$ cat config.mk
export PLATFORM = sky130hd
export DESIGN_NAME = isa_interrupt_status_aggregator
export DESIGN_NICKNAME = d
export VERILOG_FILES = /design/src/design/isa_pkg.sv /design/src/design/isa_lvl_if.sv /design/src/design/isa_edge_tracker.sv /design/src/design/isa_interrupt_status_aggregator.sv
export SDC_FILE = /design/constraint.sdc
export NUM_CORES = 1
export LEC_CHECK = 0
export ABC_AREA = 1
export ABC_CLOCK_PERIOD_IN_PS = 2650
export BUFFER_PORTS_ARGS = -buffer_cell sky130_fd_sc_hd__buf_2
export CAP_MARGIN = 40
export CORE_AREA = 2 2 96 98
export DETAILED_ROUTE_END_ITERATION = 16
export DIE_AREA = 0 0 98 100
export GPL_TIMING_DRIVEN = 0
export HOLD_SLACK_MARGIN = 0.05
export PLACE_DENSITY = 0.77
export SLEW_MARGIN = 10
export SYNTH_ARGS = -nofsm -noshare
export SYNTH_HDL_FRONTEND = slang
export SYNTH_HIERARCHICAL = 1
export SYNTH_SLANG_ARGS = --single-unit
$ cat constraint.sdc
create_clock -name clock -period 2.65 [get_ports clock]
set_input_delay 0 -clock clock [delete_from_list [all_inputs] [get_ports clock]]
set_output_delay 0 -clock clock [all_outputs]
set_load 0.005 [all_outputs]
$ cat src/design/isa_pkg.sv
// package: register map, field positions and reset values of the interrupt status block
package isa_pkg;
  localparam int unsigned ADDR_W     = 12;
  localparam int unsigned DATA_W     = 32;
  localparam int unsigned EVT_W      = 20;
  localparam int unsigned RAW_W      = 18;
  localparam int unsigned TRK_W      = 19;
  localparam int unsigned CTL_W      = 5;
  localparam int unsigned GPIO_W     = 3;

  localparam logic [ADDR_W-1:0] OFS_CONTROL = 12'h100;
  localparam logic [ADDR_W-1:0] OFS_MASK    = 12'h104;
  localparam logic [ADDR_W-1:0] OFS_STATUS  = 12'h108;
  localparam logic [ADDR_W-1:0] OFS_RAW     = 12'h10c;
  localparam logic [ADDR_W-1:0] OFS_CLEAR   = 12'h110;

  localparam logic [CTL_W-1:0]  CONTROL_RST = 5'h00;
  localparam logic [EVT_W-1:0]  MASK_RST    = 20'h00000;
  localparam logic [EVT_W-1:0]  STATUS_RST  = 20'h00000;
  localparam logic [DATA_W-1:0] READ_ZERO   = 32'h00000000;

  localparam int unsigned CTL_ENABLE   = 0;
  localparam int unsigned CTL_POLARITY = 1;
  localparam int unsigned CTL_GPIO_POL = 2;

  localparam int unsigned EV_VSYNC_RISE = 0;
  localparam int unsigned EV_VSYNC_FALL = 1;
  localparam int unsigned EV_VDE_RISE   = 2;
  localparam int unsigned EV_VDE_FALL   = 3;
  localparam int unsigned EV_ABORT      = 4;
  localparam int unsigned EV_GPIO       = 5;
  localparam int unsigned EV_CMD_HALF   = 8;
  localparam int unsigned EV_CMD_EMPTY  = 9;
  localparam int unsigned EV_SRC_HALF   = 10;
  localparam int unsigned EV_SRC_EMPTY  = 11;
  localparam int unsigned EV_ENG_IDLE   = 12;
  localparam int unsigned EV_UH_SUSP    = 13;
  localparam int unsigned EV_UH_WAKE    = 14;
  localparam int unsigned EV_UH_OHCI    = 15;
  localparam int unsigned EV_UD_INT     = 16;
  localparam int unsigned EV_AUDIO      = 17;
  localparam int unsigned EV_SPI        = 18;
  localparam int unsigned EV_UD_WAKE    = 19;

  localparam int unsigned RW_VSYNC      = 0;
  localparam int unsigned RW_VDE        = 1;
  localparam int unsigned RW_SCC        = 2;
  localparam int unsigned RW_SPI        = 3;
  localparam int unsigned RW_GPIO       = 4;
  localparam int unsigned RW_RSVD       = 7;
  localparam int unsigned RW_ENG_BUSY   = 8;
  localparam int unsigned RW_SRC_EMPTY  = 9;
  localparam int unsigned RW_SRC_HALF   = 10;
  localparam int unsigned RW_CMD_EMPTY  = 11;
  localparam int unsigned RW_CMD_HALF   = 12;
  localparam int unsigned RW_UH_OHCI    = 13;
  localparam int unsigned RW_UH_SUSP    = 14;
  localparam int unsigned RW_UH_WAKE    = 15;
  localparam int unsigned RW_UD_INT     = 16;
  localparam int unsigned RW_UD_WAKE    = 17;
  localparam int unsigned TR_AUDIO      = 18;

  // event bits that exist only with the usb host controller, or only on the larger variant
  localparam logic [EVT_W-1:0] HOST_ONLY_MASK  = 20'h0e000;
  localparam logic [EVT_W-1:0] LARGE_ONLY_MASK = 20'h60000;
endpackage : isa_pkg

$ cat src/design/isa_lvl_if.sv
// interface: source levels in, registered levels and edge strobes out
interface isa_lvl_if;
  logic [isa_pkg::TRK_W-1:0] raw_in;
  logic [isa_pkg::TRK_W-1:0] level;
  logic [isa_pkg::TRK_W-1:0] rise;
  logic [isa_pkg::TRK_W-1:0] fall;
  modport tracker (input raw_in, output level, rise, fall);
  modport owner   (output raw_in, input level, rise, fall);
endinterface : isa_lvl_if

$ cat src/design/isa_edge_tracker.sv
// edge tracker: holds last source levels and flags rising and falling edges
module isa_edge_tracker
  import isa_pkg::*;
(
  input  wire logic   clock,
  input  wire logic   reset,
  isa_lvl_if.tracker  lvl
);
  logic [TRK_W-1:0] level_r;
  logic [TRK_W-1:0] level_nxt;

  always_comb begin
    level_nxt = lvl.raw_in;
  end

  always_ff @(posedge clock or posedge reset) begin
    if (reset) begin
      level_r <= '0;
    end else begin
      level_r <= level_nxt;
    end
  end

  assign lvl.level = level_r;
  assign lvl.rise  = lvl.raw_in & ~level_r;
  assign lvl.fall  = ~lvl.raw_in & level_r;
endmodule : isa_edge_tracker

$ cat src/design/isa_interrupt_status_aggregator.sv
// top: latched event status, raw level word, mask, control and interrupt pin over avalon-mm
module isa_interrupt_status_aggregator
#(
  parameter bit HOST_CTRL_PRESENT = 1'b1,
  parameter bit LARGE_VARIANT     = 1'b1
)
(
  input  wire logic                         clock,
  input  wire logic                         reset,
  input  wire logic [isa_pkg::ADDR_W-1:0]   avs_address,
  input  wire logic                         avs_read,
  input  wire logic                         avs_write,
  input  wire logic [isa_pkg::DATA_W-1:0]   avs_writedata,
  input  wire logic [3:0]                   avs_byteenable,
  output logic      [isa_pkg::DATA_W-1:0]   avs_readdata,
  output logic                              avs_waitrequest,
  output logic                              irq_out,
  input  wire logic                         vsync,
  input  wire logic                         vdisp_enable,
  input  wire logic                         bus_abort,
  input  wire logic [isa_pkg::GPIO_W-1:0]   gpio_pin,
  input  wire logic                         cmd_fifo_half_empty,
  input  wire logic                         cmd_fifo_empty,
  input  wire logic                         src_fifo_half_empty,
  input  wire logic                         src_fifo_empty,
  input  wire logic                         engine_busy,
  input  wire logic                         usb_host_suspend,
  input  wire logic                         usb_host_wakeup,
  input  wire logic                         usb_host_ohci,
  input  wire logic                         usb_dev_irq,
  input  wire logic                         usb_dev_wakeup,
  input  wire logic                         audio_serial_irq,
  input  wire logic                         spi_irq,
  input  wire logic                         serial_comm_controller_irq
);
  import isa_pkg::*;

  function automatic logic [DATA_W-1:0] lane_mask(input logic [3:0] be);
    lane_mask = {{8{be[3]}}, {8{be[2]}}, {8{be[1]}}, {8{be[0]}}};
  endfunction : lane_mask

  isa_lvl_if lvl ();

  isa_edge_tracker u_tracker (
    .clock (clock),
    .reset (reset),
    .lvl   (lvl.tracker)
  );

  // pin synchroniser
  logic [GPIO_W-1:0] gpio_meta_r;
  logic [GPIO_W-1:0] gpio_meta_nxt;
  logic [GPIO_W-1:0] gpio_sync_r;
  logic [GPIO_W-1:0] gpio_sync_nxt;

  always_comb begin
    gpio_meta_nxt = gpio_pin;
    gpio_sync_nxt = gpio_meta_r;
  end

  always_ff @(posedge clock or posedge reset) begin
    if (reset) begin
      gpio_meta_r <= '0;
      gpio_sync_r <= '0;
    end else begin
      gpio_meta_r <= gpio_meta_nxt;
      gpio_sync_r <= gpio_sync_nxt;
    end
  end

  // raw source word, bits 17:0 form the bit layout of the raw level register
  logic [TRK_W-1:0] raw_word;

  always_comb begin
    raw_word                        = '0;
    raw_word[RW_VSYNC]              = vsync;
    raw_word[RW_VDE]                = vdisp_enable;
    raw_word[RW_SCC]                = serial_comm_controller_irq;
    raw_word[RW_SPI]                = spi_irq;
    raw_word[RW_GPIO +: GPIO_W]     = gpio_sync_r;
    raw_word[RW_RSVD]               = 1'b0;
    raw_word[RW_ENG_BUSY]           = engine_busy;
    raw_word[RW_SRC_EMPTY]          = src_fifo_empty;
    raw_word[RW_SRC_HALF]           = src_fifo_half_empty;
    raw_word[RW_CMD_EMPTY]          = cmd_fifo_empty;
    raw_word[RW_CMD_HALF]           = cmd_fifo_half_empty;
    raw_word[RW_UH_OHCI]            = usb_host_ohci;
    raw_word[RW_UH_SUSP]            = usb_host_suspend;
    raw_word[RW_UH_WAKE]            = usb_host_wakeup;
    raw_word[RW_UD_INT]             = usb_dev_irq;
    raw_word[RW_UD_WAKE]            = usb_dev_wakeup;
    raw_word[TR_AUDIO]              = audio_serial_irq;
  end

  assign lvl.raw_in = raw_word;

  // register state
  logic [CTL_W-1:0]  control_r;
  logic [CTL_W-1:0]  control_nxt;
  logic [EVT_W-1:0]  mask_r;
  logic [EVT_W-1:0]  mask_nxt;
  logic [EVT_W-1:0]  status_r;
  logic [EVT_W-1:0]  status_nxt;
  logic [DATA_W-1:0] readdata_r;
  logic [DATA_W-1:0] readdata_nxt;
  logic              waitreq_r;
  logic              waitreq_nxt;
  logic              irq_r;
  logic              irq_nxt;

  logic [EVT_W-1:0]  event_set;
  logic [EVT_W-1:0]  clear_bits;
  logic [EVT_W-1:0]  present;
  logic [DATA_W-1:0] wdata_be;
  logic [DATA_W-1:0] be_mask;
  logic [GPIO_W-1:0] gpio_fire;
  logic              request;
  logic              commit;
  logic              any_pending;

  // level match per general purpose pin
  for (genvar g = 0; g < GPIO_W; g++) begin : g_pin_level
    assign gpio_fire[g] = ~(gpio_sync_r[g] ^ control_r[CTL_GPIO_POL + g]);
  end

  // event sources
  always_comb begin
    event_set                       = '0;
    event_set[EV_VSYNC_RISE]        = lvl.rise[RW_VSYNC];
    event_set[EV_VSYNC_FALL]        = lvl.fall[RW_VSYNC];
    event_set[EV_VDE_RISE]          = lvl.rise[RW_VDE];
    event_set[EV_VDE_FALL]          = lvl.fall[RW_VDE];
    event_set[EV_ABORT]             = bus_abort;
    event_set[EV_GPIO +: GPIO_W]    = gpio_fire;
    event_set[EV_CMD_HALF]          = lvl.rise[RW_CMD_HALF];
    event_set[EV_CMD_EMPTY]         = lvl.rise[RW_CMD_EMPTY];
    event_set[EV_SRC_HALF]          = lvl.rise[RW_SRC_HALF];
    event_set[EV_SRC_EMPTY]         = lvl.rise[RW_SRC_EMPTY];
    event_set[EV_ENG_IDLE]          = lvl.fall[RW_ENG_BUSY];
    event_set[EV_UH_SUSP]           = lvl.rise[RW_UH_SUSP];
    event_set[EV_UH_WAKE]           = lvl.rise[RW_UH_WAKE];
    event_set[EV_UH_OHCI]           = lvl.rise[RW_UH_OHCI];
    event_set[EV_UD_INT]            = lvl.rise[RW_UD_INT];
    event_set[EV_AUDIO]             = lvl.rise[TR_AUDIO];
    event_set[EV_SPI]               = lvl.rise[RW_SPI];
    event_set[EV_UD_WAKE]           = lvl.rise[RW_UD_WAKE];
  end

  // variant gating of event bits
  always_comb begin
    present = '1;
    if (!HOST_CTRL_PRESENT) begin
      present = present & ~HOST_ONLY_MASK;
    end
    if (!LARGE_VARIANT) begin
      present = present & ~LARGE_ONLY_MASK;
    end
  end

  // bus slave: one wait cycle, then the answer edge
  always_comb begin
    request  = avs_read | avs_write;
    commit   = request & ~waitreq_r;
    be_mask  = lane_mask(avs_byteenable);
    wdata_be = avs_writedata & be_mask;
    waitreq_nxt = ~(request & waitreq_r);
    readdata_nxt = readdata_r;
    // only a read reloads the data word, so it holds across writes
    if (avs_read & waitreq_r) begin
      case (avs_address)
        OFS_CONTROL: readdata_nxt = {{(DATA_W-CTL_W){1'b0}}, control_r};
        OFS_MASK:    readdata_nxt = {{(DATA_W-EVT_W){1'b0}}, mask_r};
        OFS_STATUS:  readdata_nxt = {{(DATA_W-EVT_W){1'b0}}, status_r};
        OFS_RAW:     readdata_nxt = {{(DATA_W-RAW_W){1'b0}}, lvl.level[RAW_W-1:0]};
        default:     readdata_nxt = READ_ZERO;
      endcase
    end
  end

  // control, mask and sticky status
  always_comb begin
    control_nxt = control_r;
    mask_nxt    = mask_r;
    clear_bits  = '0;
    if (commit && avs_write) begin
      case (avs_address)
        OFS_CONTROL: control_nxt = (control_r & ~be_mask[CTL_W-1:0]) | wdata_be[CTL_W-1:0];
        OFS_MASK:    mask_nxt    = (mask_r & ~be_mask[EVT_W-1:0]) | wdata_be[EVT_W-1:0];
        OFS_STATUS:  clear_bits  = wdata_be[EVT_W-1:0];
        OFS_CLEAR:   clear_bits  = wdata_be[EVT_W-1:0];
        default:     clear_bits  = '0;
      endcase
    end
    // a new event wins over a clear in the same cycle
    status_nxt = ((status_r & ~clear_bits) | event_set) & present;
  end

  // interrupt pin at the selected polarity
  always_comb begin
    any_pending = |(status_r & mask_r);
    if (control_r[CTL_ENABLE] && any_pending) begin
      irq_nxt = control_r[CTL_POLARITY];
    end else begin
      irq_nxt = ~control_r[CTL_POLARITY];
    end
  end

  always_ff @(posedge clock or posedge reset) begin
    if (reset) begin
      control_r  <= CONTROL_RST;
      mask_r     <= MASK_RST;
      status_r   <= STATUS_RST;
    end else begin
      control_r  <= control_nxt;
      mask_r     <= mask_nxt;
      status_r   <= status_nxt;
    end
  end

  always_ff @(posedge clock or posedge reset) begin
    if (reset) begin
      readdata_r <= READ_ZERO;
      waitreq_r  <= 1'b1;
    end else begin
      readdata_r <= readdata_nxt;
      waitreq_r  <= waitreq_nxt;
    end
  end

  always_ff @(posedge clock or posedge reset) begin
    if (reset) begin
      irq_r      <= 1'b1;
    end else begin
      irq_r      <= irq_nxt;
    end
  end

  assign avs_readdata    = readdata_r;
  assign avs_waitrequest = waitreq_r;
  assign irq_out         = irq_r;
endmodule : isa_interrupt_status_aggregator

-- After elaboration in Yosys (flattened, before gate mapping)
Cells that the tools add are included.
- register bits after elaboration: 103
- output and inout port bits: 34
- input bits: 71
- reductions and logical operators: 6
- mux-type cells: 4
- eq/ne operators: 5
- bitwise operators: 28
- operator list (operator ; number):
    20-bit bitwise AND ; 4
    20-bit one-hot mux with 4 select lines ; 1
    12-bit by 9-bit equality test with 1-bit output (second input constant) ; 5
    20-bit two-way mux ; 2
    20-bit NOT ; 2
    20-bit OR ; 2
    20-bit OR reduction ; 1
    19-bit bitwise AND ; 1
    19-bit NOT ; 1
    9-bit bitwise AND ; 1
    9-bit NOT ; 1
    1-bit NOT ; 6
    5-bit bitwise AND ; 1
    5-bit NOT ; 1
    5-bit OR ; 1
    2-bit AND reduction ; 2
    1-bit bitwise AND ; 3
    1-bit bitwise XOR ; 3
    1-bit logical AND ; 2
    2-bit OR reduction ; 1
    1-bit two-way mux ; 1
    1-bit OR ; 1

-- Logic depth before layout (Yosys ltp)
Gate-level depths: netlist of run 1.
- depth in word-level cells: 7
- mapped depth: 10
- depth with buffers taken out: 9

-- Modules after synthesis
Netlist of run 1, hierarchy kept.
- by module, submodules not included (module ; instances ; cells an instance ; area an instance (sq um)):
    isa_interrupt_status_aggregator ; 1 ; 515 ; 3886.2
    isa_edge_tracker ; 1 ; 96 ; 764.5

-- Least setup slack after synthesis of run 1
Ideal clock, no wire load.
- kind: register -> register
- start point: register waitreq_r (netlist: avs_waitrequest)
- end point: register with a tool-made name
- path slack: 1.280 ns
- arrival: 1.296 ns
- clock period less this slack: 1.370 ns
- stages on the path, launching flop included: 8
- cell sequence: dfstp_2 nor2_2 nand2_1 inv_1 nand3b_2 buf_6 nand2_1 o21ai_2
- RTL lines (item ; line ; text):
    from (decl) ; isa_interrupt_status_aggregator.sv:106 ; logic waitreq_r;
    from (signal assigned) ; isa_interrupt_status_aggregator.sv:226 ; waitreq_r <= waitreq_nxt;

==> results of run 1 <==
[path summary, 6_finish.rpt]
kind                                           startpoint                        end  cells past startpoint
worst max-delay path            avs_waitrequest$_DFF_PP1_                  flip-flop                      7
worst min-delay path                    avs_byteenable[1]                  flip-flop                      4
worst max register to register  avs_waitrequest$_DFF_PP1_                  flip-flop                      7
worst min register to register   gpio_meta_r[2]$_DFF_PP0_   gpio_sync_r[2]$_DFF_PP0_                      0
max in group asynchronous                           reset  avs_waitrequest$_DFF_PP1_                      4
min in group asynchronous                           reset   gpio_sync_r[1]$_DFF_PP0_                      3
[cell type report]
class	instances	area [um2]	area share
repair buffers	123	871	0.151
plain buffers	32	228	0.0394
flip-flops and latches	92	2300	0.399
well taps	111	139	0.0240
inverters	66	250	0.0433
clock inverters	6	114	0.0197
clock buffers	9	124	0.0214
multi-input cells	389	1750	0.303
[metrics by stage]
step	hold WS (ps)	setup WS, ps
finish	82.6	804
global route	85.5	692
CTS	68.1	818
detailed placement	-4.45	831
global placement	108	-142
floorplan	-48.9	800
[tightest hold or removal path, stage by stage]
cell and delay [ps]:
buf_2 110, nand2_2 140, nand2_1 110, o21ai_2 50
[routing by layer]
metal,part of all wire,vias up
li1,-,2023
met1,0.41,1942
met2,0.49,207
met3,0.073,38
met4,0.028,0
met5,0,-
[where the power goes]
group,leakage (uW),internal (uW),switching (uW)
registers,0.00112,1430,12.1
clock network,0.000112,623,508
logic,0.00197,118,144
total,0.00320,2170,664
==> reports/summary.txt, run 1 <==
FMAX: 0.542 GHz
Worst Path Required: 2900 ps
I/O Buffers: 79
Max-slew violations: 0
Core footprint: 8890 um2
Antenna violations before repair: 0
Total CTS buffers: 9
Unrepaired setup endpoints after global routing: no
Vias per cell: 5.08
Worst Path Arrival: 2090 ps
Startpoint class of the critical path: flip-flop
GRT busiest layer: met2
Clock Sinks: 92
Mapped Cells: 567
Synthesized cell area: 4490 um2
Hold Path Class: input pin to flip-flop
Synthesis Warnings: 6
1st-pass router iterations: 7
Clock tree buffer depth: 2
Clk root buf: clkbuf_8
First-pass GRT wire length: 19400 um
Final core utilization: 0.650
CTS tree: built
Share of cells above drive strength 1: 0.219
Post-layout min period: 1850 ps
Cell Chain, Critical Path: nor2_2 -> nand2_1 -> inv_1 -> nand3b_2 -> buf_6 -> nand2_1 -> o21ai_2
ANT nets after route: 0
Final non-filler cell total: 828
Met1 usage: 0.325
Via count: 4210
Max-cap violations: 0
Reg clk slew, reported paths: 100 ps
Ant. Diodes: 0
Final TNS setup: 0 ps
DP Wirelength: 8030 um
Initial Util: 0.505
Commonest non-fill, non-tap cell in the layout: nand2_1
Die X: 98 um
CP bufs+invs: 2
Post-CTS Setup Bufs: 0
Status: finished clean
Worst path most repeated cell: nand2_1
Actual slew at the worst max-slew pin: 707 ps
Nets@finish: 784
Final setup fails: 0
CP max-delay cell: dfstp_2
Top Ports: 105
WL/cell: 14.4 um
Area grow syn2layout: 28.9%
Power, Total: 2830 uW
Die Y: 100 um
Post-route cell area: 5780 um2
Total congestion overflow: 0
CP endpoint kind: flip-flop
Category of the most critical setup path: flip-flop to flip-flop
H-Tree Depth: 3
Period utilization: 0.696
Final hold violation count: 0
M3 GR Usage: 0.0313
DRC Markers: 0
Fillers: 745
Post-CTS Hold Buffers: 42
Pleak: 0.00320 uW
Reg-to-reg setup timing slack: 800 ps
Clock skew: 11.4 ps
Delay-heaviest family, CP: simple AND/OR/NAND/NOR gates
DRT iter0 DRCs: 334
# resized after CTS: 0
Die area: 9800 um2
Total GRT Usage: 0.252
Max stage delay on crit path: 390 ps
Gp weighted congestion: 0.891
M2 GR Usage: 0.437
Site row count: 35
Most frequent cells in the layout: nand2_1, dfrtp_1, buf_2
Vias in the first global route: 4127
Latest clock arrival within the worst-skew pair: 360 ps
Power density of the placed cells: 490 nW/um2
Largest net degree at the start of global routing: 52
Total Wirelength: 11900 um
Post-Syn Area per Cell: 7.91 um2
Max VDD drop: 0.358 mV
Dpl cell area: 5120 um2
Placed Cells: 771
Rel. slew slack: 0.528
Critical Path Fanout Max: 10
Note: power is estimated with default switching activity, not from simulation.
==> inputs of run 2 (changes only) <==
ABC_AREA = 0   (was 1)
ABC_CLOCK_PERIOD_IN_PS = 1800   (was 2650)
CORE_AREA = 2 2 92 94   (was 2 2 96 98)
DIE_AREA = 0 0 94 96   (was 0 0 98 100)
clock period = 1.8 ns   (was 2.65 ns; I/O delays follow)
==> run 2 against run 1 <==
First-iteration DRC count shrank 48%. Via count shrank 30%. Setup slack lost 680 ps.
==> reports/summary.txt, run 2 <==
Clk root buf: clkbuf_8
Hold Path Class: input pin to flip-flop
Period utilization: 0.929 (+0.233)
CP max-delay cell: dfstp_2
Die X: 94 um (-4.1%)
Initial Util: 0.497 (-0.00792)
ANT nets after route: 0 (unchanged)
Most frequent cells in the layout: dfrtp_1, buf_2, dlygate4sd3_1
Die Y: 96 um (-4.0%)
Rel. slew slack: 0.466 (-0.0629)
Top Ports: 105 (unchanged)
Vias per cell: 5.25 (+3.3%)
Total congestion overflow: 0 (unchanged)
I/O Buffers: 79 (unchanged)
DRT iter0 DRCs: 173 (-48%)
Final hold violation count: 0 (unchanged)
Hold Path End: avs_readdata[18]$_DFFE_PP0P_
Power density of the placed cells: 767 nW/um2 (+57%)
H-Tree Depth: 3 (unchanged)
CP endpoint kind: flip-flop
Site row count: 33 (-5.7%)
Area grow syn2layout: 31.3%
Reg-to-reg setup timing slack: 130 ps (-680 ps)
Gp weighted congestion: 0.773 (-13%)
Hold Path Origin: avs_read
Place WS: -217 ps (-1050 ps)
Mapped Cells: 310 (-45%)
Worst Path Arrival: 1920 ps (-170 ps)
Post-route cell area: 5250 um2 (-9.2%)
Max VDD drop: 0.529 mV (+48%)
Synthesis Warnings: 6 (unchanged)
Via count: 2963 (-30%)
Post-Syn Area per Cell: 12.9 um2 (+63%)
Post-layout min period: 1670 ps (-173 ps)
Final core utilization: 0.652 (+0.00197)
Clock skew: 5.66 ps (-5.76 ps)
Die area: 9020 um2 (-7.9%)
Synthesized cell area: 4000 um2 (-11%)
First-pass GRT wire length: 15500 um (-20%)
Critical Path Fanout Max: 10 (unchanged)
Clock Sinks: 92 (unchanged)
Actual slew at the worst max-slew pin: 800 ps (+92.7 ps)
Max-cap violations: 0 (unchanged)
CTS tree: built
Core footprint: 8050 um2 (-9.4%)
Final setup fails: 0 (unchanged)
Dpl cell area: 4610 um2 (-10%)
CP bufs+invs: 1 (-1)
Startpoint class of the critical path: flip-flop
Share of cells above drive strength 1: 0.403 (+0.184)
R2R cell count: 5 (-2)
Worst Path Required: 2040 ps (-860 ps)
Unrepaired setup endpoints after global routing: no
FMAX: 0.598 GHz (+10%)
Pleak: 0.00244 uW (-24%)
Delay-heaviest family, CP: simple AND/OR/NAND/NOR gates
Total CTS buffers: 9 (unchanged)
Hold depth: 3 (-1)
Cell Chain, Critical Path: nor2b_1 -> and2_4 -> and3_1 -> buf_2 -> mux2_2
DP Wirelength: 6970 um (-13%)
Max stage delay on crit path: 400 ps (about the same)
Final worst slack: 127 ps (-677 ps)
Status: finished clean
WL/cell: 17.2 um (+20%)
Final TNS setup: 0 ps (unchanged)
Largest net degree at the start of global routing: 40 (-23%)
Total GRT Usage: 0.233 (-0.0195)
Ant. Diodes: 0 (unchanged)
Reg clk slew, reported paths: 90 ps (about the same)
1st-pass router iterations: 5 (-2)
Hold slack final: 60.4 ps (-22.2 ps)
Clock tree buffer depth: 2 (unchanged)
Antenna violations before repair: 0 (unchanged)
Vias in the first global route: 3045 (-26%)
DRC Markers: 0 (unchanged)
Commonest non-fill, non-tap cell in the layout: dfrtp_1
Max-slew violations: 0 (unchanged)
RR Startpoint: avs_waitrequest$_DFF_PP1_
Nets@finish: 525 (-33%)
Category of the most critical setup path: flip-flop to flip-flop
Latest clock arrival within the worst-skew pair: 360 ps (about the same)
Total Wirelength: 9700 um (-18%)
[run 2: layout make-up]
class	instances	area, um2
buffer	24	140
clock buffer	10	138
clock inverter	6	87.6
fill	622	2800
inverter	2	11.3
multi-input combinational	202	1590
sequential	92	2300
tap	105	131
timing repair buffer	123	851
[run 2: worst max path at each step]
| stage | start | to | slack, ps | cells after the start |
|---|---|---|---|---|
| finish | avs_waitrequest$_DFF_PP1_ | flip-flop | 130 | 5 |
| global route | avs_waitrequest$_DFF_PP1_ | flip-flop | 60 | 5 |
| CTS | avs_waitrequest$_DFF_PP1_ | flip-flop | 30 | 4 |
| detailed placement | avs_waitrequest$_DFF_PP1_ | flip-flop | -220 | 6 |
| global placement | avs_waitrequest$_DFF_PP1_ | flip-flop | -200 | 6 |
| floorplan | avs_waitrequest$_DFF_PP1_ | flip-flop | 130 | 6 |
[run 2: timing repair]
item | in CTS | in global routing
pin swaps | 0 | 0
resized for setup | 1 | 2
hold buffers | 42 | 0
endpoints found under the setup margin | 21 | 13
buffers inserted | 0 | 0
hold endpoints to repair | 116 | 0
[run 2: routing by layer]
metal  vias up  wire, um  GRT usage
li1       1382         -          -
met3        15       438     0.0368
met2       100      4730      0.389
met4         0       151     0.0809
met5         -         0          0
met1      1466      4380      0.312
[run 2: power breakdown]
group	leakage [uW]	switching (uW)	internal, uW
clock	0.000105	707	817
sequential	0.00112	17.6	2100
combinational	0.00122	187	203
total	0.00244	912	3120
[run 2: stage by stage]
step | std cells | power (uW)
2_1_floorplan | 322 | 2330
3_3_place_gp | 506 | 2460
3_5_place_dp | 508 | 2470
4_1_cts | 564 | 4050
5_1_grt | 564 | 4190
6_report | 564 | 4030
[run 2: worst min-delay path: cells and delay by family]
family                 cells  cell delay (ps)
AOI/OAI and AO/OA          1              110
buffers and inverters      1              110
and+or+nand+nor            1              150
